==> config.mk <==
export PLATFORM = sky130hd
export DESIGN_NAME = rtc_pin_supervisor
export DESIGN_NICKNAME = d
export VERILOG_FILES = /design/src/rtl/rtc_pin_pkg.sv /design/src/rtl/rtc_pin_supervisor.sv
export SDC_FILE = /design/constraint.sdc
export NUM_CORES = 1
export LEC_CHECK = 0
export ABC_AREA = 1
export BUFFER_PORTS_ARGS = -buffer_cell sky130_fd_sc_hd__buf_2
export CAP_MARGIN = 20
export CORE_MARGIN = 3
export CORE_UTILIZATION = 50
export CTS_CLUSTER_SIZE = 25
export DETAILED_ROUTE_END_ITERATION = 16
export HOLD_SLACK_MARGIN = 0.05
export PLACE_DENSITY = 0.76
export SYNTH_ARGS = -nofsm -noshare
export SYNTH_HDL_FRONTEND = slang
export SYNTH_SLANG_ARGS = --single-unit
==> constraint.sdc <==
create_clock -name sys_clk -period 1.6 [get_ports sys_clk]
set_input_delay 0.4 -clock sys_clk [delete_from_list [all_inputs] [get_ports sys_clk]]
set_output_delay 0.4 -clock sys_clk [all_outputs]
set_load 0.02 [all_outputs]
==> src/rtl/rtc_pin_pkg.sv <==
// constants, field layouts and state types of the rtc pin supervisor
// assumes a 20 MHz system clock and a 32768 Hz oscillator level on a plain input
`default_nettype none

package rtc_pin_pkg;

  // clock rates
  localparam int unsigned SYS_CLK_HZ   = 20_000_000;
  localparam int unsigned OSC_HZ       = 32_768;

  // interval lengths as printed, in milliseconds
  localparam int unsigned DEBOUNCE_MS  = 250;
  localparam int unsigned TRST_MS      = 250;
  localparam int unsigned TREC_MS      = 250;
  localparam int unsigned STOP_MS      = 100;
  localparam int unsigned OSC_START_MS = 1000;

  // least times round up to whole oscillator ticks or system cycles
  localparam longint unsigned DEBOUNCE_TICKS_DEF = (longint'(DEBOUNCE_MS) * OSC_HZ + 999) / 1000;
  localparam longint unsigned TRST_TICKS_DEF     = (longint'(TRST_MS) * OSC_HZ + 999) / 1000;
  localparam longint unsigned TREC_TICKS_DEF     = (longint'(TREC_MS) * OSC_HZ + 999) / 1000;
  localparam longint unsigned START_TICKS_DEF    = (longint'(OSC_START_MS) * OSC_HZ + 999) / 1000;
  localparam longint unsigned STOP_CYCLES_DEF    = (longint'(STOP_MS) * SYS_CLK_HZ + 999) / 1000;

  // counter widths
  localparam int unsigned TICK_W       = 16;
  localparam int unsigned STOP_W       = 22;
  localparam int unsigned PRESCALE_W   = 15;

  // prescaler taps for the square wave: 1 Hz, 1.024 kHz, 4.096 kHz, 8.192 kHz
  localparam int unsigned TAP_1HZ      = 14;
  localparam int unsigned TAP_1K       = 4;
  localparam int unsigned TAP_4K       = 2;
  localparam int unsigned TAP_8K       = 1;

  // register byte offsets on the avalon slave
  localparam logic [3:0] CTRL_OFS      = 4'h0;
  localparam logic [3:0] STATUS_OFS    = 4'h4;
  localparam logic [3:0] MASK_OFS      = 4'h8;
  localparam logic [3:0] STATE_OFS     = 4'hC;

  // control register, bit 5 downward
  typedef struct packed {
    logic alarm2_enable;
    logic alarm1_enable;
    logic oscillator_disable;
    logic rate_select_high;
    logic rate_select_low;
    logic interrupt_control_select;
  } ctrl_t;

  // event layout shared by status and mask
  typedef struct packed {
    logic osc_stop;
    logic power_fail;
    logic pushbutton;
    logic alarm2;
    logic alarm1;
  } event_t;

  localparam ctrl_t  CTRL_RESET   = 6'h01;
  localparam event_t STATUS_RESET = 5'h00;
  localparam event_t MASK_RESET   = 5'h00;

  typedef enum {
    RS_POWER,
    RS_RECOVER,
    RS_IDLE,
    RS_DEBOUNCE,
    RS_WAIT_RELEASE,
    RS_HOLD
  } reset_state_t;

endpackage : rtc_pin_pkg

`default_nettype wire

==> src/rtl/rtc_pin_supervisor.sv <==
// pin-level output and supervisory logic of an i2c real-time clock:
// multifunction interrupt / square-wave pin, reset line with pushbutton,
// oscillator stop flag, 32 kHz output and the serial pin stage.
// assumes all inputs synchronous to sys_clk; osc_tick is the oscillator level.
`default_nettype none

// Behaviour
// - With interrupt_control_select at 0 the multifunction pin carries a square wave chosen by the rate bits.
// - With interrupt_control_select at 1 the pin pulls low while an enabled alarm has matched.
// - After power-up interrupt_control_select is 1 and both alarms are disabled.
// - The reset line is held low while the supply is low and, with the oscillator running, released only after the release delay.
// - The reset line is an open-drain output and a debounced pushbutton input.
// - A pushbutton request drives the reset line active just like a power failure.
// - With the oscillator disabled the release delay grows by the oscillator start-up time.
// - The recovery delay counts only with a running oscillator, plus start-up time when disabled.
// - The oscillator stop flag sets only after the oscillator has been stopped for the stop-detect interval.
// - The oscillator clock leaves on an open-drain pin that only pulls low.
// - A falling edge outside a reset cycle makes the device hold the line low for the debounce interval.
// - When the supply returns with the oscillator running the line stays low for the recovery time before release.
// - If the oscillator is not running when the supply returns the line is released at once.
module rtc_pin_supervisor
  import rtc_pin_pkg::*;
#(
  parameter logic [TICK_W-1:0] DEBOUNCE_TICKS = TICK_W'(DEBOUNCE_TICKS_DEF),
  parameter logic [TICK_W-1:0] TRST_TICKS     = TICK_W'(TRST_TICKS_DEF),
  parameter logic [TICK_W-1:0] TREC_TICKS     = TICK_W'(TREC_TICKS_DEF),
  parameter logic [TICK_W-1:0] START_TICKS    = TICK_W'(START_TICKS_DEF),
  parameter logic [STOP_W-1:0] STOP_CYCLES    = STOP_W'(STOP_CYCLES_DEF)
) (
  input  wire logic        sys_clk,          // system clock, 20 MHz
  input  wire logic        reset,            // synchronous, active high
  input  wire logic [3:0]  avs_address,      // byte address
  input  wire logic        avs_read,         // read request
  input  wire logic        avs_write,        // write request
  input  wire logic [31:0] avs_writedata,    // write data
  output logic      [31:0] avs_readdata,     // read data
  output logic             avs_waitrequest,  // stall
  output logic             irq,              // level interrupt
  input  wire logic        osc_tick,         // 32768 Hz oscillator level
  input  wire logic        osc_running,      // oscillator activity detector
  input  wire logic        supply_ok,        // supply above power_fail_threshold
  input  wire logic        alarm1_match,     // alarm 1 match pulse
  input  wire logic        alarm2_match,     // alarm 2 match pulse
  output logic             irq_sqw_out,      // pin level when driven, always 0
  output logic             irq_sqw_oe,       // pulls irq_or_square_wave_pin low
  input  wire logic        reset_line_in,    // reset_line pin level
  output logic             reset_line_out,   // pin level when driven, always 0
  output logic             reset_line_oe,    // pulls reset_line low
  output logic             osc_clock_out_o,  // pin level when driven, always 0
  output logic             osc_clock_out_oe, // pulls osc_clock_out low
  input  wire logic        scl_in,           // serial clock pin
  input  wire logic        sda_in,           // serial data pin level
  output logic             sda_out,          // pin level when driven, always 0
  output logic             sda_oe,           // pulls serial data low
  input  wire logic        sda_pull_low,     // protocol engine wants data low
  output logic             scl_rx,           // serial clock to protocol engine
  output logic             sda_rx            // serial data to protocol engine
);

  // bus slave state
  logic                ack_reg,    ack_next;
  logic [31:0]         rdata_reg,  rdata_next;
  ctrl_t               ctrl_reg,   ctrl_next;
  event_t              status_reg, status_next;
  event_t              mask_reg,   mask_next;
  // pin and timing state
  reset_state_t        rst_state_reg, rst_state_next;
  logic [TICK_W-1:0]   timer_reg,  timer_next;
  logic [STOP_W-1:0]   stop_cnt_reg, stop_cnt_next;
  logic [PRESCALE_W-1:0] pre_reg,  pre_next;
  logic                osc_prev_reg;
  logic                line_prev_reg;
  logic                irq_sqw_oe_reg, irq_sqw_oe_next;
  logic                osc_oe_reg;
  logic                scl_rx_reg, sda_rx_reg, sda_oe_reg;
  // combinational helpers
  logic                tick;
  logic                wr_now;
  event_t              evt;
  event_t              clr;
  logic                sqw_level;
  logic [TICK_W-1:0]   rec_len;
  logic [TICK_W-1:0]   hold_len;

  // address decode shared by read and write paths
  function automatic logic hit(input logic [3:0] addr, input logic [3:0] ofs);
    return addr == ofs;
  endfunction : hit

  // one tick per rising edge of the oscillator level
  assign tick = osc_tick & ~osc_prev_reg;

  // start-up time added when the oscillator is disabled
  assign rec_len  = ctrl_reg.oscillator_disable ? TICK_W'(TREC_TICKS + START_TICKS) : TREC_TICKS;
  assign hold_len = ctrl_reg.oscillator_disable ? TICK_W'(TRST_TICKS + START_TICKS) : TRST_TICKS;

  // one wait state: the request is taken on the cycle after it appears
  assign avs_waitrequest = (avs_read | avs_write) & ~ack_reg;
  assign wr_now          = avs_write & ack_reg;

  always_comb begin
    ack_next   = (avs_read | avs_write) & ~ack_reg;
    rdata_next = rdata_reg;
    if (avs_read & ~ack_reg) begin
      rdata_next = 32'h0000_0000;
      if (hit(avs_address, CTRL_OFS)) begin
        rdata_next = {26'h0, ctrl_reg};
      end else if (hit(avs_address, STATUS_OFS)) begin
        rdata_next = {27'h0, status_reg};
      end else if (hit(avs_address, MASK_OFS)) begin
        rdata_next = {27'h0, mask_reg};
      end else if (hit(avs_address, STATE_OFS)) begin
        rdata_next = {28'h0, osc_running, reset_line_oe, reset_line_in, supply_ok};
      end
    end
  end

  // control and mask writes; unmapped writes are dropped
  always_comb begin
    ctrl_next = ctrl_reg;
    mask_next = mask_reg;
    clr       = '0;
    if (wr_now && hit(avs_address, CTRL_OFS)) begin
      ctrl_next = ctrl_t'(avs_writedata[5:0]);
    end
    if (wr_now && hit(avs_address, MASK_OFS)) begin
      mask_next = event_t'(avs_writedata[4:0]);
    end
    if (wr_now && hit(avs_address, STATUS_OFS)) begin
      clr = event_t'(avs_writedata[4:0]);
    end
  end

  // sticky events; a set in the clearing cycle survives the clear
  always_comb begin
    status_next = event_t'((status_reg & ~clr) | evt);
  end

  assign irq = |(status_reg & mask_reg);

  always_comb begin
    evt.alarm1   = alarm1_match;
    evt.alarm2   = alarm2_match;
    evt.pushbutton = 1'b0;
    evt.power_fail = 1'b0;
    evt.osc_stop = 1'b0;
    rst_state_next = rst_state_reg;
    timer_next     = timer_reg;
    // a low supply forces the line low from any state
    if (!supply_ok) begin
      rst_state_next = RS_POWER;
      timer_next     = '0;
      evt.power_fail = (rst_state_reg != RS_POWER);
    end else begin
      unique case (rst_state_reg)
        RS_POWER: begin
          timer_next = '0;
          // no running oscillator, no recovery delay
          if (!osc_running) begin
            rst_state_next = RS_IDLE;
          end else begin
            rst_state_next = RS_RECOVER;
          end
        end
        RS_RECOVER: begin
          // only oscillator ticks advance the delay
          if (tick) begin
            if (timer_reg >= rec_len - TICK_W'(1)) begin
              rst_state_next = RS_IDLE;
            end else begin
              timer_next = timer_reg + TICK_W'(1);
            end
          end
        end
        RS_IDLE: begin
          // falling edge outside a reset cycle
          if (line_prev_reg && !reset_line_in) begin
            rst_state_next = RS_DEBOUNCE;
            timer_next     = '0;
            evt.pushbutton = 1'b1;
          end
        end
        RS_DEBOUNCE: begin
          if (tick) begin
            if (timer_reg >= DEBOUNCE_TICKS - TICK_W'(1)) begin
              rst_state_next = RS_WAIT_RELEASE;
            end else begin
              timer_next = timer_reg + TICK_W'(1);
            end
          end
        end
        RS_WAIT_RELEASE: begin
          // line released by us, wait for the button to let go
          if (reset_line_in) begin
            rst_state_next = RS_HOLD;
            timer_next     = '0;
          end
        end
        RS_HOLD: begin
          // pushbutton reset held for the reset active time
          if (tick) begin
            if (timer_reg >= hold_len - TICK_W'(1)) begin
              rst_state_next = RS_IDLE;
            end else begin
              timer_next = timer_reg + TICK_W'(1);
            end
          end
        end
      endcase
    end
    // flag only after a full stop-detect interval
    if (osc_running) begin
      stop_cnt_next = '0;
    end else if (stop_cnt_reg < STOP_CYCLES) begin
      stop_cnt_next = stop_cnt_reg + STOP_W'(1);
      evt.osc_stop  = (stop_cnt_reg == STOP_CYCLES - STOP_W'(1));
    end else begin
      stop_cnt_next = stop_cnt_reg;
    end
  end

  // square-wave prescaler runs off oscillator ticks
  always_comb begin
    pre_next = tick ? pre_reg + PRESCALE_W'(1) : pre_reg;
    unique case ({ctrl_reg.rate_select_high, ctrl_reg.rate_select_low})
      2'h0: sqw_level = pre_reg[TAP_1HZ];
      2'h1: sqw_level = pre_reg[TAP_1K];
      2'h2: sqw_level = pre_reg[TAP_4K];
      2'h3: sqw_level = pre_reg[TAP_8K];
    endcase
  end

  // multifunction pin: pull low for a pending enabled alarm or a low half-wave
  always_comb begin
    if (ctrl_reg.interrupt_control_select) begin
      // enabled alarm pulls the pin low
      irq_sqw_oe_next = (status_reg.alarm1 & ctrl_reg.alarm1_enable) |
                        (status_reg.alarm2 & ctrl_reg.alarm2_enable);
    end else begin
      // square wave from the selected tap
      irq_sqw_oe_next = ~sqw_level;
    end
  end

  // open-drain pins only ever pull low
  assign irq_sqw_out      = 1'b0;
  assign reset_line_out   = 1'b0;
  assign osc_clock_out_o  = 1'b0;
  assign sda_out          = 1'b0;
  assign irq_sqw_oe       = irq_sqw_oe_reg;
  assign osc_clock_out_oe = osc_oe_reg;
  assign sda_oe           = sda_oe_reg;
  assign scl_rx           = scl_rx_reg;
  assign sda_rx           = sda_rx_reg;
  assign avs_readdata     = rdata_reg;

  // line pulled low in every state of a reset cycle except RS_WAIT_RELEASE
  assign reset_line_oe = (rst_state_reg == RS_POWER) || (rst_state_reg == RS_RECOVER) ||
                         (rst_state_reg == RS_DEBOUNCE) || (rst_state_reg == RS_HOLD);

  // register stage for bus, control and events
  always_ff @(posedge sys_clk) begin
    if (reset) begin
      ack_reg    <= 1'b0;
      rdata_reg  <= 32'h0000_0000;
      ctrl_reg   <= CTRL_RESET;
      status_reg <= STATUS_RESET;
      mask_reg   <= MASK_RESET;
    end else begin
      ack_reg    <= ack_next;
      rdata_reg  <= rdata_next;
      ctrl_reg   <= ctrl_next;
      status_reg <= status_next;
      mask_reg   <= mask_next;
    end
  end

  // register stage for the supervisor and pins
  always_ff @(posedge sys_clk) begin
    if (reset) begin
      rst_state_reg  <= RS_POWER;
      timer_reg      <= '0;
      stop_cnt_reg   <= '0;
      pre_reg        <= '0;
      osc_prev_reg   <= 1'b0;
      line_prev_reg  <= 1'b1;
      irq_sqw_oe_reg <= 1'b0;
      osc_oe_reg     <= 1'b0;
      scl_rx_reg     <= 1'b1;
      sda_rx_reg     <= 1'b1;
      sda_oe_reg     <= 1'b0;
    end else begin
      rst_state_reg  <= rst_state_next;
      timer_reg      <= timer_next;
      stop_cnt_reg   <= stop_cnt_next;
      pre_reg        <= pre_next;
      osc_prev_reg   <= osc_tick;
      line_prev_reg  <= reset_line_in;
      irq_sqw_oe_reg <= irq_sqw_oe_next;
      // oscillator clock pulls low on its low phase
      osc_oe_reg     <= ~osc_tick;
      // serial clock is only sampled, never driven
      scl_rx_reg     <= scl_in;
      sda_rx_reg     <= sda_in;
      sda_oe_reg     <= sda_pull_low;
    end
  end

endmodule : rtc_pin_supervisor

`default_nettype wire

Yosys cells after proc, flatten, opt, wreduce, memory -nomap -nowiden
Cells that the tools add are included. W data, S select, Z words.

Bits in registers: 141. Input bits: 49. Output and inout bits: 44. Word-level logic and storage cells: 124.

Add/sub/neg operators: 4. $lt $le $gt $ge: 3. Eq/ne operators: 23. Muxes and demuxes: 29. Bitwise operators: 17. Reduce and logical (&&, ||, !) cells: 19.

Operator list (number): $mux W32 (6); $pmux W32 S5 (1); $mux W16 (7); $eq A32 B2 Y1 const B (3); $eq A32 B3 Y1 const B (3); $pmux W16 S5 (1); $logic_not A32 Y1 (2); $eq A32 B1 Y1 const B (1); $eq A32 B4 Y1 const B (1); $reduce_bool A32 Y1 (1); $add A22 B1 Y22 const B (1); $eq A22 B21 Y1 const B (1); $lt A22 B21 Y1 const B (1); $add A16 B1 Y16 const B (1); $ge A16 B13 Y1 const B (1); $ge A16 B16 Y1 (1); $sub A16 B1 Y16 const B (1); $add A15 B1 Y15 const B (1); $mux W5 (3); $ne A2 B2 Y1 const B (6); $reduce_and A6 Y1 (2); $and A5 B5 Y5 (2); $eq A4 B4 Y1 const B (2); $mux W1 (7); other kinds (20) (39).

Depth between registers and ports, before layout
Gate-level depths: netlist (run 1).

Word-level depth: 8. Mapped depth: 14. Depth with buffers taken out: 14.

Worst setup path after synthesis (run 1)
OpenSTA, ideal clock, no wires.

Kind: register -> register. From: register timer_reg[0]. To: register timer_reg[2]. Setup time: 0.070 ns. Arrival: 1.575 ns. Required time: 1.530 ns. Path slack: -0.045 ns. Stages on the path, launching flop included: 11. Path buffers: 1. Clock period less this slack: 1.645 ns. Cell sequence: dfxtp_1 -> ha_1 -> nand3_1 -> nor2_2 -> nand2_1 -> nand2_1 -> nand2_1 -> nand3_2 -> buf_4 -> nand2_1 -> a21oi_1.

Cells in the longest elaborated chain, start to end: 4. Elaborated cells between the ends (all ways): 11. Classes of those cells: add/sub: 1; order compare: 2; eq/ne: 2; mux: 5; reduce/logical: 1.

RTL lines: from (decl) (RTL line rtc_pin_supervisor.sv:68) `logic [TICK_W-1:0] timer_reg, timer_next;`; from (signal assigned) (RTL line rtc_pin_supervisor.sv:294) `timer_reg <= timer_next;`; $add A16 B1 Y16 (RTL line rtc_pin_supervisor.sv:171, rtc_pin_supervisor.sv:188, rtc_pin_supervisor.sv:205); $mux W16 (on tied branches) (RTL line rtc_pin_supervisor.sv:168, rtc_pin_supervisor.sv:202, rtc_pin_supervisor.sv:185); $mux W16 (on tied branches) (RTL line rtc_pin_supervisor.sv:167, rtc_pin_supervisor.sv:184); $pmux W16 S5 (RTL line rtc_pin_supervisor.sv:155) `unique case (rst_state_reg)`.

Several ways; a longest one is shown, not always the timed one. The select of a mux whose other input is x is not followed. A chain may end at the register's enable or synchronous reset.

Final worst setup path (run 1)
From: register ctrl_reg[3] (netlist name). To: register timer_reg[6].

Cells in the longest elaborated chain, start to end: 5.

RTL lines: from (decl) (RTL line rtc_pin_supervisor.sv:63) `ctrl_t ctrl_reg, ctrl_next;`; from (signal assigned) (RTL line rtc_pin_supervisor.sv:272) `ctrl_reg <= ctrl_next;`; $mux W16 (RTL line rtc_pin_supervisor.sv:94, rtc_pin_supervisor.sv:95); $sub A16 B1 Y16 (RTL line rtc_pin_supervisor.sv:168, rtc_pin_supervisor.sv:202); $ge A16 B16 Y1 (RTL line rtc_pin_supervisor.sv:168, rtc_pin_supervisor.sv:202); $ne A2 B2 Y1 (no source line); $reduce_and A6 Y1 (no source line).

No other way between the ends.

==> flow_metrics.tcl, run 1 <==
set metrics [dict create \
    outcome "complete, but fails checks" \
    violations "negative setup slack" \
    synth_cells 734 \
    finalCritPeriodShare 1.04 \
    crit_path_max_fanout 16 \
    io_pins 93 \
    grt-ovfl-total 0 \
    rsz0062_at_grt "yes" \
    mostFrequentLayoutCells "nand2_1 (176), nor2_1 (100), inv_1 (71)" \
    avgSynthCellArea_sq_um 6.50 \
    drv_cap 0 \
    arrival_ns 1.89 \
    row_count 35 \
    crit_chain "inv_2, ha_4, inv_2, nor2_4, nand2_1, nor2_1, nand2_1, nand2_1, nand2_2, inv_2, nor2_4, buf_12, nand2_1, a21oi_1" \
    worstMarginPinSlew_ns 0.550 \
    drtAntennaViolNets 0 \
    cts_tree "built" \
    final_nets 886 \
    wl_per_cell_um 12.6 \
    synth_xor_area_frac 0.0349 \
    synth-seq-area-share 0.361 \
    fin_area_sq_um 5880 \
    synth_cell_types 37 \
    cpMaxStageDelayCell "dfxtp_2" \
    crit_family "simple AND/OR/NAND/NOR gates" \
    cts_sinks 86 \
    hp-class "in2reg" \
    r2r_cells 14 \
    crit_cells 14 \
    setup_viol 16 \
    area_growth_pct 23.3 \
    grt_max_degree 19 \
    grt_pass1_vias 4408 \
    yosys.area_share.simple 0.328 \
    dpl_cell_area_sq_um 5390 \
    fmax_mhz 598 \
    dieArea_sq_um 10700 \
    first_pass_iters 5 \
    cpPeakStageDelay_ns 0.33 \
    cp.required_ns 1.82 \
    cts_max_path_buffers 2 \
    via_per_inst 5.07 \
    grt_use_total 0.211 \
    final.setup_skew_ns 0.0139 \
    hold_viol_final 0 \
    cts_made_buffers 9 \
    tns_ns -0.973 \
    r2r_setup_slack_ns -0.07 \
    whs_ns 0.231 \
    core-area_sq_um 9240 \
    portBuffers 36 \
    die_h_um 104 \
    cts_max_level 3 \
    cts_root_buf "clkbuf_8" \
    drive_gt1_frac 0.228 \
    fillers 810 \
    place_ws_ns -0.0805 \
    ys_ff_latch 86 \
    synth_compound_area_frac 0.140 \
    synth_ff_type "dfxtp_1" \
    worstHoldPathCells 2 \
    muxShareOfSynthArea 0 \
    crit_buf_inv 4 \
    multi_input_area_sq_um 2730 \
    die_x_um 104 \
    hpwl_um 8730 \
    netlist_area_sq_um 4770 \
    clock_latency_ns 0.35 \
    largest_reg_flops 22 \
    crit_type "reg2reg" \
    slew_headroom 0.633 \
    initial_core_util 0.516 \
    seq_area_sq_um 1750 \
    setup_slack_ns -0.0711 \
    route.detailed.drc 0 \
    crit_path_end_kind "flip-flop" \
    clk_pin_slew_ns 0.09 \
    period_minus_slack_ns 1.67 \
    powerDensity_nw_per_um2 784 \
    initialDrtViolationCount 241 \
    gp_congestion 0.940 \
    synthAdderAreaFrac 0.0105 \
    p_leak_nw 2.35 \
    routed_wl_um 12200 \
    final_common_cell "nand2_1" \
    via_count 4900 \
    num_antenna_cells 0 \
    critPathMostFrequentCell "nand2_1" \
    async_flop_share 0 \
    ir_drop_mv 0.386 \
    antenna_found_initial 1 \
    synth-edff-count 0 \
    synth_top_family_by_area "simple AND/OR/NAND/NOR gates" \
    start_kind "flip-flop" \
    final_max_slew_viol_count 0 \
    synth_warnings 0 \
    grt_pass1_wl_um 19400 \
]
## stage by stage
stage                     power, mW  std cells  utilization
final                          4.61        967        0.637
after CTS                      4.52        960        0.611
after detailed placement       2.93        942        0.583
after floorplan                2.75        763            -
after global routing           4.80        967        0.637
after global placement         2.92        942        0.583
## Yosys cell counts (3+ instances only)
library cell / n / area share
nand4_1: 3 / 0.0039
o211ai_1: 3 / 0.0047
ha_1: 4 / 0.010
xor2_1: 17 / 0.031
nor3b_1: 4 / 0.0063
inv_1: 77 / 0.061
buf_2: 3 / 0.0031
nand3_1: 39 / 0.041
nand2_1: 185 / 0.15
buf_4: 31 / 0.049
a21oi_1: 72 / 0.076
nor3_1: 24 / 0.025
o22ai_1: 4 / 0.0052
nor2_1: 106 / 0.083
o21ai_0: 36 / 0.038
dfxtp_1: 86 / 0.36
clkbuf_1: 11 / 0.0087
## cell type report
class | instances | area share
Clock inverter | 6 | 0.0115
Clock buffer | 10 | 0.0234
Tap cell | 129 | 0.0274
Multi-Input combinational cell | 552 | 0.465
Timing Repair Buffer | 105 | 0.124
Inverter | 79 | 0.0513
Sequential cell | 86 | 0.297
## power breakdown
group	switching (mW)	leakage [nW]	internal, mW	total, mW
Combinational	0.474	1.55	0.291	0.765
Sequential	0.0479	0.707	2.20	2.24
Clock	0.827	0.0993	0.773	1.60
Total	1.35	2.35	3.26	4.61
## metal layers
metal	vias to the layer above	routed length, um	global-route usage
met1	2255	5440	0.272
met3	24	558	0.0430
met4	2	194	0.0579
li1	2495	-	-
met2	124	5980	0.362
met5	-	9	0
## what timing repair did
item                                    in CTS  in global routing
gates cloned                                 0                  2
hold buffers                                 0                  0
endpoints found under the setup margin      18                 49
gates resized for setup                     16                 64
buffers inserted                             2                  6
pin swaps                                    0                 20
## cell families after synthesis
logic type,after synthesis
compound gates,124
xor+xnor,19
fa+ha+maj,4
buf+inv,125
flops,86
other cells,1
simple gates,375
## worst reg2reg max path, delay by kind of cell, from the launching register on
kind                     cells  cell delay, ns
AO/OA/AOI/OAI                1            0.05
flip-flops                   1            0.33
buffers and inverters        4            0.30
AND/OR/NAND/NOR              8            0.59
adder cells (fa/ha/maj)      1            0.27
## worst paths after layout
kind                       startpoint                   endpoint
min reg2reg  mask_reg[4]$_SDFFE_PP0P_   mask_reg[4]$_SDFFE_PP0P_
max reg2reg  ctrl_reg[3]$_SDFFE_PP0P_  timer_reg[6]$_SDFFE_PP0P_
min                            scl_in          scl_rx$_SDFF_PP1_
max          ctrl_reg[3]$_SDFFE_PP0P_  timer_reg[6]$_SDFFE_PP0P_
No activity file was read; power rests on OpenSTA's default activity.
==> run 2: changes to the inputs <==
CORE_MARGIN = default   (was 3)
==> run 2 against run 1 <==
The flow still finishes with violations (negative setup slack); non-clock buffer count shrank 1; sequential share of layout area is 0.33 points lower; critical path depth is 5 lower; cell count fell by 0.10%; utilization increased by 0.93 points; wire length decreased by 0.72%; worst setup slack worse by 0.043 ns; fmax shrank 2.5%; clock skew rose by 0.00058 ns; combinational power rose by 7.2%; largest power group unchanged; highest routed layer unchanged.
==> flow_metrics.tcl, run 2 (synthesis gave the netlist of run 1 again) <==
set metrics [dict create \
    ir_drop_mv 0.417 \
    r2r_cells 9 \
    die_x_um 99.7 \
    cts_tree "built" \
    wl_per_cell_um 12.5 \
    start_kind "flip-flop" \
    antenna_found_initial 1 \
    final_common_cell "nand2_1" \
    whs_ns 0.211 \
    gp_congestion 0.935 \
    period_minus_slack_ns 1.71 \
    row_count 35 \
    num_antenna_cells 0 \
    cts_sinks 86 \
    r2r_setup_slack_ns -0.11 \
    drive_gt1_frac 0.249 \
    initial_core_util 0.516 \
    hp-class "in2reg" \
    grt_max_degree 22 \
    rsz0062_at_grt "yes" \
    fmax_mhz 584 \
    core-area_sq_um 9240 \
    dp_cells 941 \
    min_from "osc_tick" \
    critPathMostFrequentCell "nand2_2" \
    p_leak_nw 2.36 \
    die_h_um 99.7 \
    crit_path_max_fanout 7 \
    slew_headroom 0.617 \
    via_per_inst 5.09 \
    final.setup_skew_ns 0.0145 \
    final_max_slew_viol_count 0 \
    via_count 4919 \
    route.detailed.drc 0 \
    hpwl_um 8630 \
    grt_use_total 0.240 \
    setup_slack_ns -0.114 \
    holdPathEnd "osc_clock_out_oe$_SDFF_PP0_" \
    cts_made_buffers 9 \
    setup_viol 18 \
    initialDrtViolationCount 248 \
    dieArea_sq_um 9930 \
    mostFrequentLayoutCells "nand2_1 (165), nor2_1 (100), inv_1 (68)" \
    hold_viol_final 0 \
    io_pins 93 \
    clock_latency_ns 0.37 \
    fin_util 0.646 \
    routed_wl_um 12100 \
    arrival_ns 2.01 \
    violations "negative setup slack" \
    tns_ns -1.54 \
    cpPeakStageDelay_ns 0.43 \
    cts_max_path_buffers 2 \
    area_growth_pct 25.1 \
    drtAntennaViolNets 0 \
    outcome "complete, but fails checks" \
    place_ws_ns -0.110 \
    cts_root_buf "clkbuf_8" \
    portBuffers 36 \
    final_cells 966 \
    final_nets 885 \
    crit_type "reg2reg" \
    cts_max_level 3 \
    worstMarginPinSlew_ns 0.574 \
    worstHoldPathCells 2 \
    first_pass_iters 4 \
    powerDensity_nw_per_um2 765 \
    drv_cap 0 \
    cpMaxStageDelayCell "dfxtp_4" \
    cp.required_ns 1.90 \
    crit_chain "inv_4, o21ai_4, nor2_2, nor3_4, nand2_2, nor2_4, clkbuf_16, nand2_2, a21oi_2" \
    grt_pass1_vias 4505 \
    grt-ovfl-total 0 \
    largest_reg_flops 22 \
    r2r-start "rst_state_reg[1]$_SDFFE_PP0P_" \
    grt_pass1_wl_um 19300 \
    finalCritPeriodShare 1.07 \
    clk_pin_slew_ns 0.10 \
    r2r_end "timer_reg[0]$_SDFFE_PP0P_" \
    crit_path_end_kind "flip-flop" \
]
==> run 2: cell count changes in the layout (fill, tap and decap cells not counted), sizes merged <==
cell	change
buf	-2
bufinv	-1
clkbuf	+1
clkinv	+1
==> run 2: final cells by class <==
cell class / count / area (sq um)
repair buffers: 104 / 754
inverters: 79 / 309
well taps: 129 / 161
multi-input cells: 552 / 2800
flip-flops and latches: 86 / 1760
fillers: 793 / 3270
clock buffers: 10 / 138
clock inverters: 6 / 52.6
==> run 2: worst max path at each step <==
stage / from / to / slack [ns] / cells after the start
final: rst_state_reg[1]$_SDFFE_PP0P_ / timer_reg[0]$_SDFFE_PP0P_ / -0.11 / 9
after global routing: rst_state_reg[1]$_SDFFE_PP0P_ / timer_reg[10]$_SDFFE_PP0P_ / -0.21 / 9
after CTS: ctrl_reg[3]$_SDFFE_PP0P_ / timer_reg[0]$_SDFFE_PP0P_ / -0.07 / 11
after detailed placement: ctrl_reg[3]$_SDFFE_PP0P_ / timer_reg[0]$_SDFFE_PP0P_ / -0.11 / 14
after global placement: ctrl_reg[3]$_SDFFE_PP0P_ / timer_reg[0]$_SDFFE_PP0P_ / -0.07 / 14
after floorplan: ctrl_reg[3]$_SDFFE_PP0P_ / timer_reg[3]$_SDFFE_PP0P_ / 0.008 / 13
==> run 2: worst max-delay path, delay by kind of cell, from the launching register on <==
kind | cells | cell delay, ns
AOI/OAI and AO/OA | 2 | 0.26
buffers and inverters | 2 | 0.25
DFF | 1 | 0.43
and+or+nand+nor | 5 | 0.71
==> run 2: power by group <==
part | total, mW | switching (mW) | internal (mW)
clock network | 1.49 | 0.865 | 0.628
logic | 0.820 | 0.503 | 0.317
registers | 2.25 | 0.0536 | 2.20
total | 4.56 | 1.42 | 3.14
==> run 2: per-stage QoR <==
step	total power, mW	area, sq um
floorplan	2.75	4880
global placement	2.91	5390
detailed placement	2.92	5390
CTS	4.42	5650
global route	4.75	5970
finish	4.56	5970
==> run 2: timing repair <==
action | CTS | global route
resized for setup | 18 | 87
gates cloned | 0 | 2
buffers inserted | 3 | 5
hold buffers | 0 | 0
pin swaps | 3 | 20
hold endpoints to repair | 0 | 0
setup endpoints to repair | 18 | 49
==> run 2: per-layer routing <==
metal | GRT usage | routed length [um]
met5 | 0 | 13
met1 | 0.277 | 5160
met2 | 0.431 | 6090
met4 | 0.0894 | 267
met3 | 0.0534 | 554
==> run 3: changes to the inputs <==
clock period = 1.45 ns   (was 1.6 ns; I/O delays follow)
==> run 3 against run 2 <==
The flow still finishes with violations (negative setup slack); hold slack worse by 0.044 ns; design area up 16%; fmax down 8.5%; combinational power up 33%; via count up 16%; clock power up 18%; utilization up 11 points; worst setup slack worse by 0.31 ns; die area unchanged; count of clock-buffer cells in the layout down 1; critical path type unchanged; largest cell class unchanged.
==> flow_metrics.tcl, run 3 (synthesis gave the netlist of run 1 again) <==
set metrics [dict create \
    outcome "complete, but fails checks" \
    violations "negative setup slack" \
    via_per_inst 5.60 \
    final_common_cell "nand2_1" \
    first_pass_iters 7 \
    crit_start "timer_reg[13]$_SDFFE_PP0P_" \
    hold_viol_final 0 \
    rsz0062_at_grt "yes" \
    multi_input_area_sq_um 3330 \
    ir_drop_mv 0.526 \
    grt-ovfl-total 0 \
    crit_cells 7 \
    worstMarginPinSlew_ns 0.845 \
    largest_reg_flops 22 \
    wl_per_cell_um 16.4 \
    final_nets 940 \
    slew_headroom 0.436 \
    initialDrtViolationCount 491 \
    p_leak_nw 2.91 \
    cpPeakStageDelay_ns 0.46 \
    cts_made_buffers 9 \
    routed_wl_um 16700 \
    crit_type "reg2reg" \
    cts_root_buf "clkbuf_8" \
    cts.hold.buffers_added 0 \
    grt_pass1_vias 5196 \
    cts_max_path_buffers 2 \
    endpoint "timer_reg[14]$_SDFFE_PP0P_" \
    grt_use_total 0.276 \
    crit_path_end_kind "flip-flop" \
    clock_latency_ns 0.38 \
    drtAntennaViolNets 0 \
    cp.required_ns 1.74 \
    hpwl_um 9060 \
    grt_pass1_wl_um 22200 \
    mostFrequentLayoutCells "nand2_1 (136), buf_4 (104), nor2_1 (83)" \
    drive_gt1_frac 0.407 \
    r2r_end "timer_reg[14]$_SDFFE_PP0P_" \
    cts_max_level 3 \
    fillers 598 \
    initial_core_util 0.516 \
    final.setup_skew_ns 0.0157 \
    die_x_um 99.7 \
    cpMaxStageDelayCell "dfxtp_1" \
    place_ws_ns -0.213 \
    setup_slack_ns -0.422 \
    setup_viol 31 \
    crit_path_max_fanout 5 \
    r2r_setup_slack_ns -0.42 \
    start_kind "flip-flop" \
    fmax_mhz 534 \
    dieArea_sq_um 9930 \
    area_growth_pct 45.8 \
    finalCritPeriodShare 1.29 \
    crit_buf_inv 1 \
    grt_max_degree 29 \
    cts_tree "built" \
    io_pins 93 \
    crit_family "compound AO/OA/AOI/OAI gates" \
    row_count 35 \
    final_max_slew_viol_count 0 \
    arrival_ns 2.16 \
    cts_sinks 86 \
    num_antenna_cells 0 \
    whs_ns 0.168 \
    crit_chain "buf_4, nand2_1, nor2_1, nand4_1, a21oi_1, nand2_4, a21oi_4" \
    drv_cap 0 \
    tns_ns -7.15 \
    core-area_sq_um 9240 \
    die_h_um 99.7 \
    gp_congestion 0.898 \
    seq_area_sq_um 1790 \
    r2r-start "timer_reg[13]$_SDFFE_PP0P_" \
    clk_pin_slew_ns 0.12 \
    period_minus_slack_ns 1.87 \
    r2r_cells 7 \
    hp-class "in2reg" \
    powerDensity_nw_per_um2 765 \
    antenna_found_initial 0 \
    via_count 5718 \
    route.detailed.drc 0 \
    portBuffers 36 \
]
run 3: cell count changes in the layout (fill, tap and decap cells not counted), sizes merged:
cell and delta:
inv +2, buf +55, nand3 +1, clkinvlp -2, clkbuf -2, clkinv +1
run 3: metal layers:
layer  track usage  vias to the layer above  wire length (um)  share of wire
met5             0                        -                 0              0
met4         0.133                        0               911          0.054
met3        0.0408                       97              1020          0.061
met2         0.491                      320              8360           0.50
met1         0.323                     2691              6430           0.38
li1              -                     2610                 -              -
run 3: how the worst min path moves through the flow:
stage	from	slack (ns)	to	cells past startpoint
final	scl_in	0.17	scl_rx$_SDFF_PP1_	2
after global routing	scl_in	0.17	scl_rx$_SDFF_PP1_	2
after CTS	sda_in	0.16	sda_rx$_SDFF_PP1_	2
after detailed placement	mask_reg[4]$_SDFFE_PP0P_	0.47	mask_reg[4]$_SDFFE_PP0P_	2
after global placement	mask_reg[4]$_SDFFE_PP0P_	0.45	mask_reg[4]$_SDFFE_PP0P_	2
after floorplan	osc_tick	0.43	osc_clock_out_oe$_SDFF_PP0_	1
run 3: report_power, final:
group	leakage, nW	internal (mW)	switching (mW)	total (mW)
clock network	0.103	0.686	1.07	1.76
registers	0.717	2.41	0.0558	2.47
logic	2.09	0.416	0.676	1.09
run 3: through the flow:
step	area, sq um	std cells	util	total power, mW
after global placement	5670	972	0.614	3.25
after detailed placement	5670	972	0.614	3.28
after CTS	6210	1001	0.672	5.13
after floorplan	4940	763	-	3.05
final	6950	1021	0.752	5.32
after global routing	6950	1021	0.752	5.47
run 3: final cells by class:
cell class              instances  area share
flip-flops and latches         86       0.257
clock buffers                   9      0.0178
well taps                     129      0.0232
clock inverters                 7      0.0110
multi-input cells             553       0.478
inverters                      79      0.0426
repair buffers                158       0.170
run 3: what timing repair did:
| action | CTS | global route |
|---|---|---|
| pin swaps | 18 | 66 |
| cloned | 1 | 2 |
| resized for setup | 83 | 164 |
| buffers inserted | 13 | 18 |
| setup endpoints to repair | 39 | 50 |
